==> config.mk <==
export PLATFORM = sky130hd
export DESIGN_NAME = wdt_top
export DESIGN_NICKNAME = d
export VERILOG_FILES = /design/src/rtl/wdt_pkg.sv /design/src/rtl/wdt_counter.sv /design/src/rtl/wdt_top.sv
export SDC_FILE = /design/constraint.sdc
export NUM_CORES = 1
export LEC_CHECK = 0
export BUFFER_PORTS_ARGS = -buffer_cell sky130_fd_sc_hd__buf_2
export CORE_ASPECT_RATIO = 1.1
export CORE_MARGIN = 2
export CORE_UTILIZATION = 53
export CTS_CLUSTER_DIAMETER = 40
export DETAILED_ROUTE_END_ITERATION = 16
export PLACE_DENSITY = 0.76
export SLEW_MARGIN = 20
export SYNTH_ARGS = -nofsm -noshare
export SYNTH_HDL_FRONTEND = slang
export SYNTH_SLANG_ARGS = --single-unit
==> constraint.sdc <==
create_clock -name clock -period 2.6 [get_ports clock]
set_input_delay 0 -clock clock [delete_from_list [all_inputs] [get_ports clock]]
set_output_delay 0 -clock clock [all_outputs]
set_load 0.01 [all_outputs]
==> src/rtl/wdt_pkg.sv <==
// package: register map, fields, timing and types of the watchdog unit
package wdt_pkg;
  // special function register addresses
  localparam logic [7:0] CLOCK_CONTROL_ADDR = 8'h8E;
  localparam logic [7:0] TIMED_ACCESS_KEY_ADDR = 8'hC7;
  localparam logic [7:0] WATCHDOG_CONTROL_ADDR = 8'hD8;
  // reset values
  localparam logic [7:0] CLOCK_CONTROL_RESET = 8'h03;
  localparam logic [7:0] WATCHDOG_CONTROL_RESET = 8'h00;
  // clock_control fields
  localparam int WDT_INTERVAL_SEL_HI = 7;
  localparam int WDT_INTERVAL_SEL_LO = 6;
  localparam int CLK_MODE_HI = 2;
  localparam int CLK_MODE_LO = 0;
  // watchdog_control bit positions
  localparam int WDT_RESTART_BIT = 0;
  localparam int WDT_RESET_ENABLE_BIT = 1;
  localparam int WDT_RESET_FLAG_BIT = 2;
  localparam int WDT_IRQ_FLAG_BIT = 3;
  // unlock key bytes
  localparam logic [7:0] UNLOCK_KEY_FIRST = 8'hAA;
  localparam logic [7:0] UNLOCK_KEY_SECOND = 8'h55;
  // counter width in bits; timing, in clock periods
  localparam int WDT_CNT_WIDTH = 27;
  localparam int WDT_GRACE_CLOCKS = 512;
  localparam logic [8:0] WDT_GRACE_LAST = 9'(WDT_GRACE_CLOCKS - 1);
  // interval counts
  localparam logic [26:0] WDT_INTERVAL_00 = 27'h002_0000;
  localparam logic [26:0] WDT_INTERVAL_01 = 27'h010_0000;
  localparam logic [26:0] WDT_INTERVAL_10 = 27'h080_0000;
  localparam logic [26:0] WDT_INTERVAL_11 = 27'h400_0000;

  typedef struct packed {
    logic we;
    logic re;
    logic [7:0] addr;
    logic [7:0] wdata;
  } wdt_sfr_req_t;

  typedef enum logic [1:0] {
    WDT_LOCK_IDLE = 2'b00,
    WDT_LOCK_FIRST = 2'b01,
    WDT_LOCK_OPEN = 2'b10
  } wdt_lock_t;

  typedef enum logic {
    WDT_CNT_RUN = 1'b0,
    WDT_CNT_GRACE = 1'b1
  } wdt_cnt_state_t;
endpackage

==> src/rtl/wdt_counter.sv <==
// interval and grace counter of the watchdog
module wdt_counter (
  // clock and reset
  input wire logic clock,
  input wire logic nrst,
  // control
  input wire logic restart,
  input wire logic [26:0] limit,
  // events
  output logic expire_pulse,
  output logic grace_done_pulse
);
  wdt_pkg::wdt_cnt_state_t state_reg;
  wdt_pkg::wdt_cnt_state_t state_next;
  logic [26:0] cnt_reg;
  logic [26:0] cnt_next;
  logic [8:0] grace_reg;
  logic [8:0] grace_next;
  logic expire_next;
  logic done_next;
  wire logic [26:0] last_w = limit - 27'h000_0001;
  wire logic at_last_w = (cnt_reg == last_w);
  wire logic grace_end_w = (grace_reg == wdt_pkg::WDT_GRACE_LAST);

  always_comb begin
    state_next = state_reg;
    cnt_next = cnt_reg;
    grace_next = grace_reg;
    expire_next = 1'b0;
    done_next = 1'b0;
    if (restart) begin
      state_next = wdt_pkg::WDT_CNT_RUN; // [RULE10]
      cnt_next = '0; // [RULE10]
      grace_next = '0;
    end else begin
      case (state_reg)
        wdt_pkg::WDT_CNT_RUN: begin
          if (at_last_w) begin
            state_next = wdt_pkg::WDT_CNT_GRACE; // [RULE8]
            grace_next = '0;
            expire_next = 1'b1; // [RULE8]
          end else begin
            cnt_next = cnt_reg + 27'h000_0001; // [RULE6]
          end
        end
        default: begin
          if (grace_end_w) begin
            // keeps timing after the grace, so an unattended unit repeats
            state_next = wdt_pkg::WDT_CNT_RUN;
            cnt_next = '0;
            done_next = 1'b1; // [RULE8]
          end else begin
            grace_next = grace_reg + 9'h001;
          end
        end
      endcase
    end
  end

  always_ff @(posedge clock or negedge nrst) begin
    if (!nrst) begin
      state_reg <= wdt_pkg::WDT_CNT_RUN;
      cnt_reg <= '0;
      grace_reg <= '0;
      expire_pulse <= 1'b0;
      grace_done_pulse <= 1'b0;
    end else begin
      state_reg <= state_next;
      cnt_reg <= cnt_next;
      grace_reg <= grace_next;
      expire_pulse <= expire_next;
      grace_done_pulse <= done_next;
    end
  end
endmodule // wdt_counter

==> src/rtl/wdt_top.sv <==
// watchdog timeout and reset unit with timed-access register port
//
// Functional notes
// [RULE1] expiry with interrupt disabled sets the flag, no request.
// [RULE2] expiry with interrupt enabled sets the flag and raises a request.
// [RULE3] reset enabled: chip reset 512 clocks after expiry unless restarted.
// [RULE4] software sets restart only through the unlock sequence.
// [RULE5] interval select 00/01/10/11 gives 2^17, 2^20, 2^23, 2^26 clocks.
// [RULE6] counter advances on every device clock, no prescaler.
// [RULE7] interval select is clock_control bits 7:6; register resets to 0x03.
// [RULE8] flag at interval; reset follows 512 clocks later if enabled and not restarted.
// [RULE9] control write counts only right after 0xAA then 0x55 to key.
// [RULE10] restart bit clears the count so it starts from zero.
// [RULE11] a watchdog reset does not disable it; counting restarts.
// [RULE12] any other register write between or after keys cancels unlock.
module wdt_top #(
  parameter logic [26:0] INTERVAL_00 = wdt_pkg::WDT_INTERVAL_00,
  parameter logic [26:0] INTERVAL_01 = wdt_pkg::WDT_INTERVAL_01,
  parameter logic [26:0] INTERVAL_10 = wdt_pkg::WDT_INTERVAL_10,
  parameter logic [26:0] INTERVAL_11 = wdt_pkg::WDT_INTERVAL_11
) (
  // clock and reset
  input wire logic clock,
  input wire logic nrst,
  // special function register port
  input wire wdt_pkg::wdt_sfr_req_t sfr_req,
  output logic [7:0] sfr_rdata,
  // interrupt controller side
  input wire logic wdt_irq_enable,
  output logic wdt_irq_req,
  // system side
  output logic wdt_chip_reset,
  output logic [2:0] clk_mode
);
  function automatic logic [26:0] interval_limit(input logic [1:0] sel);
    logic [26:0] lim;
    lim = INTERVAL_00;
    if (sel == 2'b01) lim = INTERVAL_01;
    else if (sel == 2'b10) lim = INTERVAL_10;
    else if (sel == 2'b11) lim = INTERVAL_11;
    return lim;
  endfunction

  logic [7:0] clock_control_reg;
  logic [7:0] clock_control_next;
  logic wdt_reset_enable_reg;
  logic wdt_reset_enable_next;
  logic wdt_reset_flag_reg;
  logic wdt_reset_flag_next;
  logic wdt_irq_flag_reg;
  logic wdt_irq_flag_next;
  wdt_pkg::wdt_lock_t lock_reg;
  wdt_pkg::wdt_lock_t lock_next;
  logic [7:0] rdata_next;
  logic expire_w;
  logic grace_done_w;

  // address decode
  wire logic sel_clock_control_w = (sfr_req.addr == wdt_pkg::CLOCK_CONTROL_ADDR);
  wire logic sel_key_w = (sfr_req.addr == wdt_pkg::TIMED_ACCESS_KEY_ADDR);
  wire logic sel_watchdog_control_w = (sfr_req.addr == wdt_pkg::WATCHDOG_CONTROL_ADDR);
  wire logic wr_clock_control_w = sfr_req.we && sel_clock_control_w;
  wire logic wr_key_w = sfr_req.we && sel_key_w;
  wire logic wr_other_w = sfr_req.we && !sel_key_w;
  wire logic wr_ctl_ok_w = sfr_req.we && sel_watchdog_control_w &&
      (lock_reg == wdt_pkg::WDT_LOCK_OPEN); // [RULE9]
  wire logic [7:0] wd = sfr_req.wdata;
  wire logic key_first_w = wr_key_w && (wd == wdt_pkg::UNLOCK_KEY_FIRST);
  wire logic key_second_w = wr_key_w && (wd == wdt_pkg::UNLOCK_KEY_SECOND);

  // reset request and restart sources
  wire logic fire_w = grace_done_w && wdt_reset_enable_reg; // [RULE3]
  // software restart reaches the counter only via an unlocked write
  wire logic sw_restart_w = wr_ctl_ok_w && wd[wdt_pkg::WDT_RESTART_BIT]; // [RULE4]
  // the chip reset restarts the count instead of disabling the unit
  wire logic restart_w = sw_restart_w || fire_w; // [RULE11]
  wire logic [1:0] interval_sel_w =
      clock_control_reg[wdt_pkg::WDT_INTERVAL_SEL_HI:
                        wdt_pkg::WDT_INTERVAL_SEL_LO];
  wire logic [26:0] limit_w = interval_limit(interval_sel_w); // [RULE5]

  wdt_counter u_counter (
    .clock(clock), // [RULE6]
    .nrst(nrst),
    .restart(restart_w), // [RULE10]
    .limit(limit_w),
    .expire_pulse(expire_w),
    .grace_done_pulse(grace_done_w)
  );

  // unlock sequencer
  always_comb begin
    lock_next = lock_reg;
    if (key_first_w) begin
      lock_next = wdt_pkg::WDT_LOCK_FIRST; // [RULE9]
    end else if (key_second_w && (lock_reg == wdt_pkg::WDT_LOCK_FIRST)) begin
      lock_next = wdt_pkg::WDT_LOCK_OPEN; // [RULE9]
    end else if (wr_key_w || wr_other_w) begin
      // one protected write per sequence; stray writes cancel too
      lock_next = wdt_pkg::WDT_LOCK_IDLE; // [RULE12]
    end
  end

  // register updates; hardware set wins over a software clear
  always_comb begin
    clock_control_next = clock_control_reg;
    if (wr_clock_control_w) begin
      clock_control_next = {wd[7:6], 3'b000, wd[2:0]}; // [RULE7]
    end
    wdt_reset_enable_next = wr_ctl_ok_w ?
        wd[wdt_pkg::WDT_RESET_ENABLE_BIT] : wdt_reset_enable_reg; // [RULE9]
    wdt_irq_flag_next = expire_w || (wr_ctl_ok_w ?
        wd[wdt_pkg::WDT_IRQ_FLAG_BIT] : wdt_irq_flag_reg); // [RULE1]
    // software writing one here does not cause a chip reset
    wdt_reset_flag_next = fire_w || (wr_ctl_ok_w ?
        wd[wdt_pkg::WDT_RESET_FLAG_BIT] : wdt_reset_flag_reg);
  end

  // read data; restart reads as zero, unmapped reads as zero
  always_comb begin
    rdata_next = 8'h00;
    if (sel_clock_control_w) begin
      rdata_next = clock_control_reg;
    end else if (sel_watchdog_control_w) begin
      rdata_next = {4'h0, wdt_irq_flag_reg, wdt_reset_flag_reg,
                    wdt_reset_enable_reg, 1'b0};
    end
  end

  always_ff @(posedge clock or negedge nrst) begin
    if (!nrst) begin
      clock_control_reg <= wdt_pkg::CLOCK_CONTROL_RESET; // [RULE7]
      wdt_reset_enable_reg <= wdt_pkg::WATCHDOG_CONTROL_RESET[1];
      wdt_reset_flag_reg <= wdt_pkg::WATCHDOG_CONTROL_RESET[2];
      wdt_irq_flag_reg <= wdt_pkg::WATCHDOG_CONTROL_RESET[3];
      lock_reg <= wdt_pkg::WDT_LOCK_IDLE;
    end else begin
      clock_control_reg <= clock_control_next;
      wdt_reset_enable_reg <= wdt_reset_enable_next;
      wdt_reset_flag_reg <= wdt_reset_flag_next;
      wdt_irq_flag_reg <= wdt_irq_flag_next;
      lock_reg <= lock_next;
    end
  end

  // outputs straight from flip-flops
  always_ff @(posedge clock or negedge nrst) begin
    if (!nrst) begin
      sfr_rdata <= 8'h00;
      wdt_irq_req <= 1'b0;
      wdt_chip_reset <= 1'b0;
      clk_mode <= wdt_pkg::CLOCK_CONTROL_RESET[2:0];
    end else begin
      if (sfr_req.re) begin
        sfr_rdata <= rdata_next;
      end
      wdt_irq_req <= wdt_irq_flag_next && wdt_irq_enable; // [RULE2]
      wdt_chip_reset <= fire_w; // [RULE3]
      clk_mode <= clock_control_next[wdt_pkg::CLK_MODE_HI:
                                     wdt_pkg::CLK_MODE_LO];
    end
  end
endmodule // wdt_top

== Word level (Yosys, flattened, before mapping) ==
Index checks and enable logic that the tools add are counted.
Word-level totals
  flip-flop bits (word level): 59
  output and inout bits: 13
  input port bits: 21
Operators by class
  eq/ne operators: 15
  reductions and logical operators: 20
  mux-type cells: 27
  add/sub/neg operators: 3
Operators by type and width (number)
  $mux 27: 7
  $mux 9: 4
  $eq 8x8->1 const B: 4
  $add 27x1->27 const B: 1
  $eq 27x27->1: 1
  $sub 27x1->27 const B: 1
  $logic_and 1x1->1: 11
  $mux 1: 11
  $add 9x1->9 const B: 1
  $eq 9x9->1 const B: 1
  $eq 8x7->1 const B: 1
  $mux 8: 1
  $eq 2x2->1 const B: 3
  $mux 2: 3
  $ne 3x3->1 const B: 2
  $reduce_bool 3->1: 2
  $eq 2x1->1 const B: 2
  $logic_or 1x1->1: 4
  $mux 4: 1
  $reduce_and 2->1: 2
  $ne 3x2->1 const B: 1
  $logic_not 1->1: 1

== Depth between registers and ports, before layout ==
  depth in word-level cells: 9
  depth in mapped cells: 12
  gate-level depth less buffers: 11

== Cells and area by module ==
From an unflattened synthesis, not the netlist that was laid out.
Second synthesis, totals
  cells, all modules: 493
  area, all modules: 4307.9 um2
Modules (own cells, without submodules)
  wdt_counter: area an instance 3375.7 um2, instances 1, cells an instance 412
  wdt_top: area an instance 932.1 um2, instances 1, cells an instance 81

== Worst setup path after synthesis ==
OpenSTA, ideal clock, no wires.
  path kind: register -> register
  start point: reg clock_control_reg[6]
  end point: reg u_counter.grace_reg[5]
  arrival time: 2646 ps
  required time: 2518 ps
  setup time: 82 ps
  stages on the path, launching flop included: 10
  clock period less this slack: 2728 ps
  setup slack: -128 ps
  cell sequence: dfrtp_1 > or2_2 > ha_1 > or3_4 > a2111oi_4 > and4b_1 > buf_6 > nor2_2 > or4_1 > a31oi_1
On the way
  cells in the longest elaborated chain, start to end: 8
  elaborated cells between the ends (all ways): 10
  those cells by class: add/sub: 1; eq/ne: 4; mux: 3; reduce/logical: 2
Ends and longest elaborated chain
  start: declaration: RTL line wdt_top.sv:44  | logic [7:0] clock_control_reg;
  start signal: assignment: RTL line wdt_top.sv:132  | clock_control_reg <= wdt_pkg::CLOCK_CONTROL_RESET;
  start signal: assignment: RTL line wdt_top.sv:138  | clock_control_reg <= clock_control_next;
  $eq 2x2->1: RTL line wdt_top.sv:40  | else if (sel == 2'b11) lim = INTERVAL_11;
  $mux 27: RTL line wdt_top.sv:40
  $mux 27: RTL line wdt_top.sv:39  | else if (sel == 2'b10) lim = INTERVAL_10;
  $mux 27 *: RTL line wdt_top.sv:38  | if (sel == 2'b01) lim = INTERVAL_01;
  $sub 27x1->27 *: RTL line wdt_counter.sv:21  | wire logic [26:0] last_w = limit - 27'h000_0001;
  $eq 27x27->1 *: RTL line wdt_counter.sv:22  | wire logic at_last_w = (cnt_reg == last_w);
  $reduce_bool 3->1 (no source line) *
  $reduce_and 2->1 (no source line) *
  end signal: assignment: RTL line wdt_counter.sv:70  | grace_reg <= grace_next;
  end: declaration: RTL line wdt_counter.sv:17  | logic [8:0] grace_reg;
Mark *: on every way between the ends. The rest lies on a longest branch, timed or not.
A chain may end at the register's enable or synchronous reset.

== Worst setup path after layout ==
  start point: reg clock_control_reg[6]
  end point: reg u_counter.grace_reg[4]
Same word-level chain as after synthesis.

==> flow_summary.toml <==
[floorplanning]
initial_core_util_pct = 54.3
fp.dieW_um = 77.1
dieArea_um2 = 6510
ios = 34
core_area_um2 = 5730
fp-row-count = 29
die_y_um = 84.4

[yosys]
synth.cell_area_um2 = 3110
ys_seq_area_share_pct = 45.9
yosys_warnings = 0
syn_inst = 338
ys_types = 52
ys_ff_latch = 57
async_flop_share_pct = 100
synth_edf_count = 0
ys.flop_type = "dfrtp_1"
postSynthAreaPerCell_um2 = 9.21

[sta]
worst_hold_slack_ns = 0.0338
final_hold_viol_count = 0
fmax_ghz = 0.389
drv_slew = 0
fin_crit_sh_pct = 99.0
grt_setup_unrepaired = "yes"
tightest_slew_ns = 0.792
setup_violations = 0
period_minus_slack_ns = 2.57
fin_worst_skew_ns = 0.00723
slew_headroom_pct = 47.2

[flow_run]
cap_violations = 0

[clock_tree]
clk_latency_ns = 0.34
clockRootBuffer = "clkbuf_8"
cts.clk_slew.worst_paths_ns = 0.07
cts.sinks = 57
cts_tree = "yes"
cts.htree.levels = 3
cts_inserted_buffers = 9
clk_path_buf_depth = 2

[setup_path]
crit_type = "reg -> reg"
slowest_delay_ns = 0.40
worstPathArrival_ns = 2.84
path_cells = "or2_4, ha_4, or3_4, a2111oi_4, and4b_1, buf_6, nor2_4, or4_1, a31oi_1"
cp_num_buf_inv = 1
crit_slowest_cell = "or4_1"
critPathLaunchType = "flip-flop"
endpoint_kind = "flip-flop"
crit_family = "simple AND/OR/NAND/NOR gates"
cp_max_fo = 8
r2r_slack_ns = 0.03
worstPathRequired_ns = 2.87

[global_routing]
grt_pass1_wl_mm = 12.1
grt_pass1_vias = 2773
antenna_found_initial = 0
grt_usage_pct = 23.5
grt_overflow_total = 0
grt_max_degree = 36

[placed_design]
place_area_um2 = 3450
dp_hpwl_mm = 4.95
place_congestion = 0.855
portBuffers = 31

[detailed_routing]
wl_mm = 7.35
firstDrtPassIters = 4
vias_per_cell = 5.85
via_count = 2825
drtIter0Drc = 175
postRouteAntennaNets = 0
wire_per_inst_um = 15.2
drc = 0

[finish]
fin_area_um2 = 3820
area_delta_synth_final_pct = 22.5
antenna_cells = 0
drive_gt1_share_pct = 22.9
nNetsFinal = 426
final_util_pct = 66.6
fillers = 468
largest_reg_flops = 27

[power]
p_per_area_nw_per_um2 = 494
irDropWorstVdd_mv = 0.375
p_leak_nw = 1.76

[min_path]
hold_class = "in -> reg"

[status]
status = "finished, final reports clean"
## worst reg2reg max path, cell delays in order (launching register included)
cell and delay (ns):
dfrtp_1 0.38, or2_4 0.28, ha_4 0.17, or3_4 0.33, a2111oi_4 0.31, and4b_1 0.29, buf_6 0.13, nor2_4 0.04
or4_1 0.40, a31oi_1 0.17
## synthesized netlist by cell type (5+ instances only)
| cell | count | area [µm²] |
|---|---|---|
| nand4_1 | 15 | 93.8 |
| nor4_1 | 5 | 31.3 |
| nor3_1 | 12 | 60.1 |
| mux2_2 | 6 | 67.6 |
| a22o_1 | 5 | 43.8 |
| buf_4 | 5 | 37.5 |
| or3_1 | 5 | 31.3 |
| o21ai_0 | 27 | 135 |
| a21oi_1 | 19 | 95.1 |
| a21o_1 | 9 | 67.6 |
| nand3_1 | 19 | 95.1 |
| clkbuf_1 | 8 | 30.0 |
| nor2_1 | 26 | 97.6 |
| and3_1 | 5 | 31.3 |
| nand2_1 | 29 | 109 |
| inv_1 | 17 | 63.8 |
| dfrtp_1 | 55 | 1380 |
## logic make-up after synthesis
family	share of synthesized area [%]
other	0.120
AND/OR/NAND/NOR	26.0
AO/OA/AOI/OAI	17.2
buffers and inverters	5.22
flip-flops	45.9
multiplexers	3.46
XOR/XNOR	0.563
adder cells (fa/ha/maj)	1.61
## metrics by stage
| step | power (mW) | setup slack (ns) | TNS, ns | cells |
|---|---|---|---|---|
| 2_1_floorplan | 1.07 | 0.0167 | 0 | 339 |
| 3_3_place_gp | 1.14 | -0.0521 | -0.0521 | 452 |
| 3_5_place_dp | 1.14 | -0.111 | -0.361 | 452 |
| 4_1_cts | 1.90 | 0.000427 | 0 | 481 |
| 5_1_grt | 1.96 | -0.113 | -0.426 | 483 |
| 6_report | 1.89 | 0.0271 | 0 | 483 |
## path summary, 6_finish.rpt
kind,startpoint,end,depth (start not counted)
max in group asynchronous,nrst,lock_reg[0],3
setup / recovery,clock_control_reg[6],u_counter.grace_reg[4],9
hold reg to reg,u_counter.expire_pulse,wdt_irq_flag_reg,1
min in group asynchronous,nrst,u_counter.grace_reg[4],2
setup reg to reg,clock_control_reg[6],u_counter.grace_reg[4],9
hold / removal,sfr_req[3],lock_reg[1],4
## layout by cell type (no fill, tap or decap), drive strengths merged, types with 3 or more instances in the layout
master / count
nor3: 12
nor4: 5
a21o: 9
nand4: 15
nor4bb: 4
a21oi: 19
a22oi: 3
mux2i: 4
a22o: 5
or4: 3
and3: 5
nor2: 27
clkbuf: 14
buf: 57
nand3: 19
a31oi: 4
nand2b: 4
or3: 6
o21ai: 27
dfrtp: 55
dlygate4sd3: 11
mux2: 6
inv: 17
nand4b: 4
clkinv: 3
nand2: 29
and4: 3
ha: 4
nor3b: 3
## routing by layer
layer | GRT usage (%) | wire (µm) | vias up
li1 | - | - | 1371
met1 | 28.4 | 3190 | 1338
met2 | 38.8 | 3560 | 86
met3 | 4.73 | 336 | 30
met4 | 14.3 | 258 | 0
met5 | 0 | 0 | -
## final cells by class
| type | count | area [µm²] | area share, % |
|---|---|---|---|
| multi-input combinational | 247 | 1570 | 41.1 |
| sequential | 57 | 1430 | 37.4 |
| timing repair buffer | 69 | 483 | 12.7 |
| clock buffer | 13 | 159 | 4.16 |
| tap | 77 | 96.3 | 2.52 |
| inverter | 17 | 63.8 | 1.67 |
| clock inverter | 3 | 15.0 | 0.393 |
## power breakdown
group | switching, mW | total, mW | internal [mW] | leakage [nW]
Sequential | 0.0688 | 0.998 | 0.929 | 0.763
Combinational | 0.0734 | 0.152 | 0.0782 | 0.901
Clock | 0.343 | 0.736 | 0.393 | 0.0932
Total | 0.485 | 1.89 | 1.40 | 1.76
## repair_timing
action                                  CTS  global route
buffers inserted                          2             1
hold endpoints to repair                 46             0
gates resized for setup                   4            22
endpoints found under the setup margin   11            30
hold buffers                             11             0
gates cloned                              0             1
pin swaps                                 4            11
No activity file was read; power rests on OpenSTA's default activity.
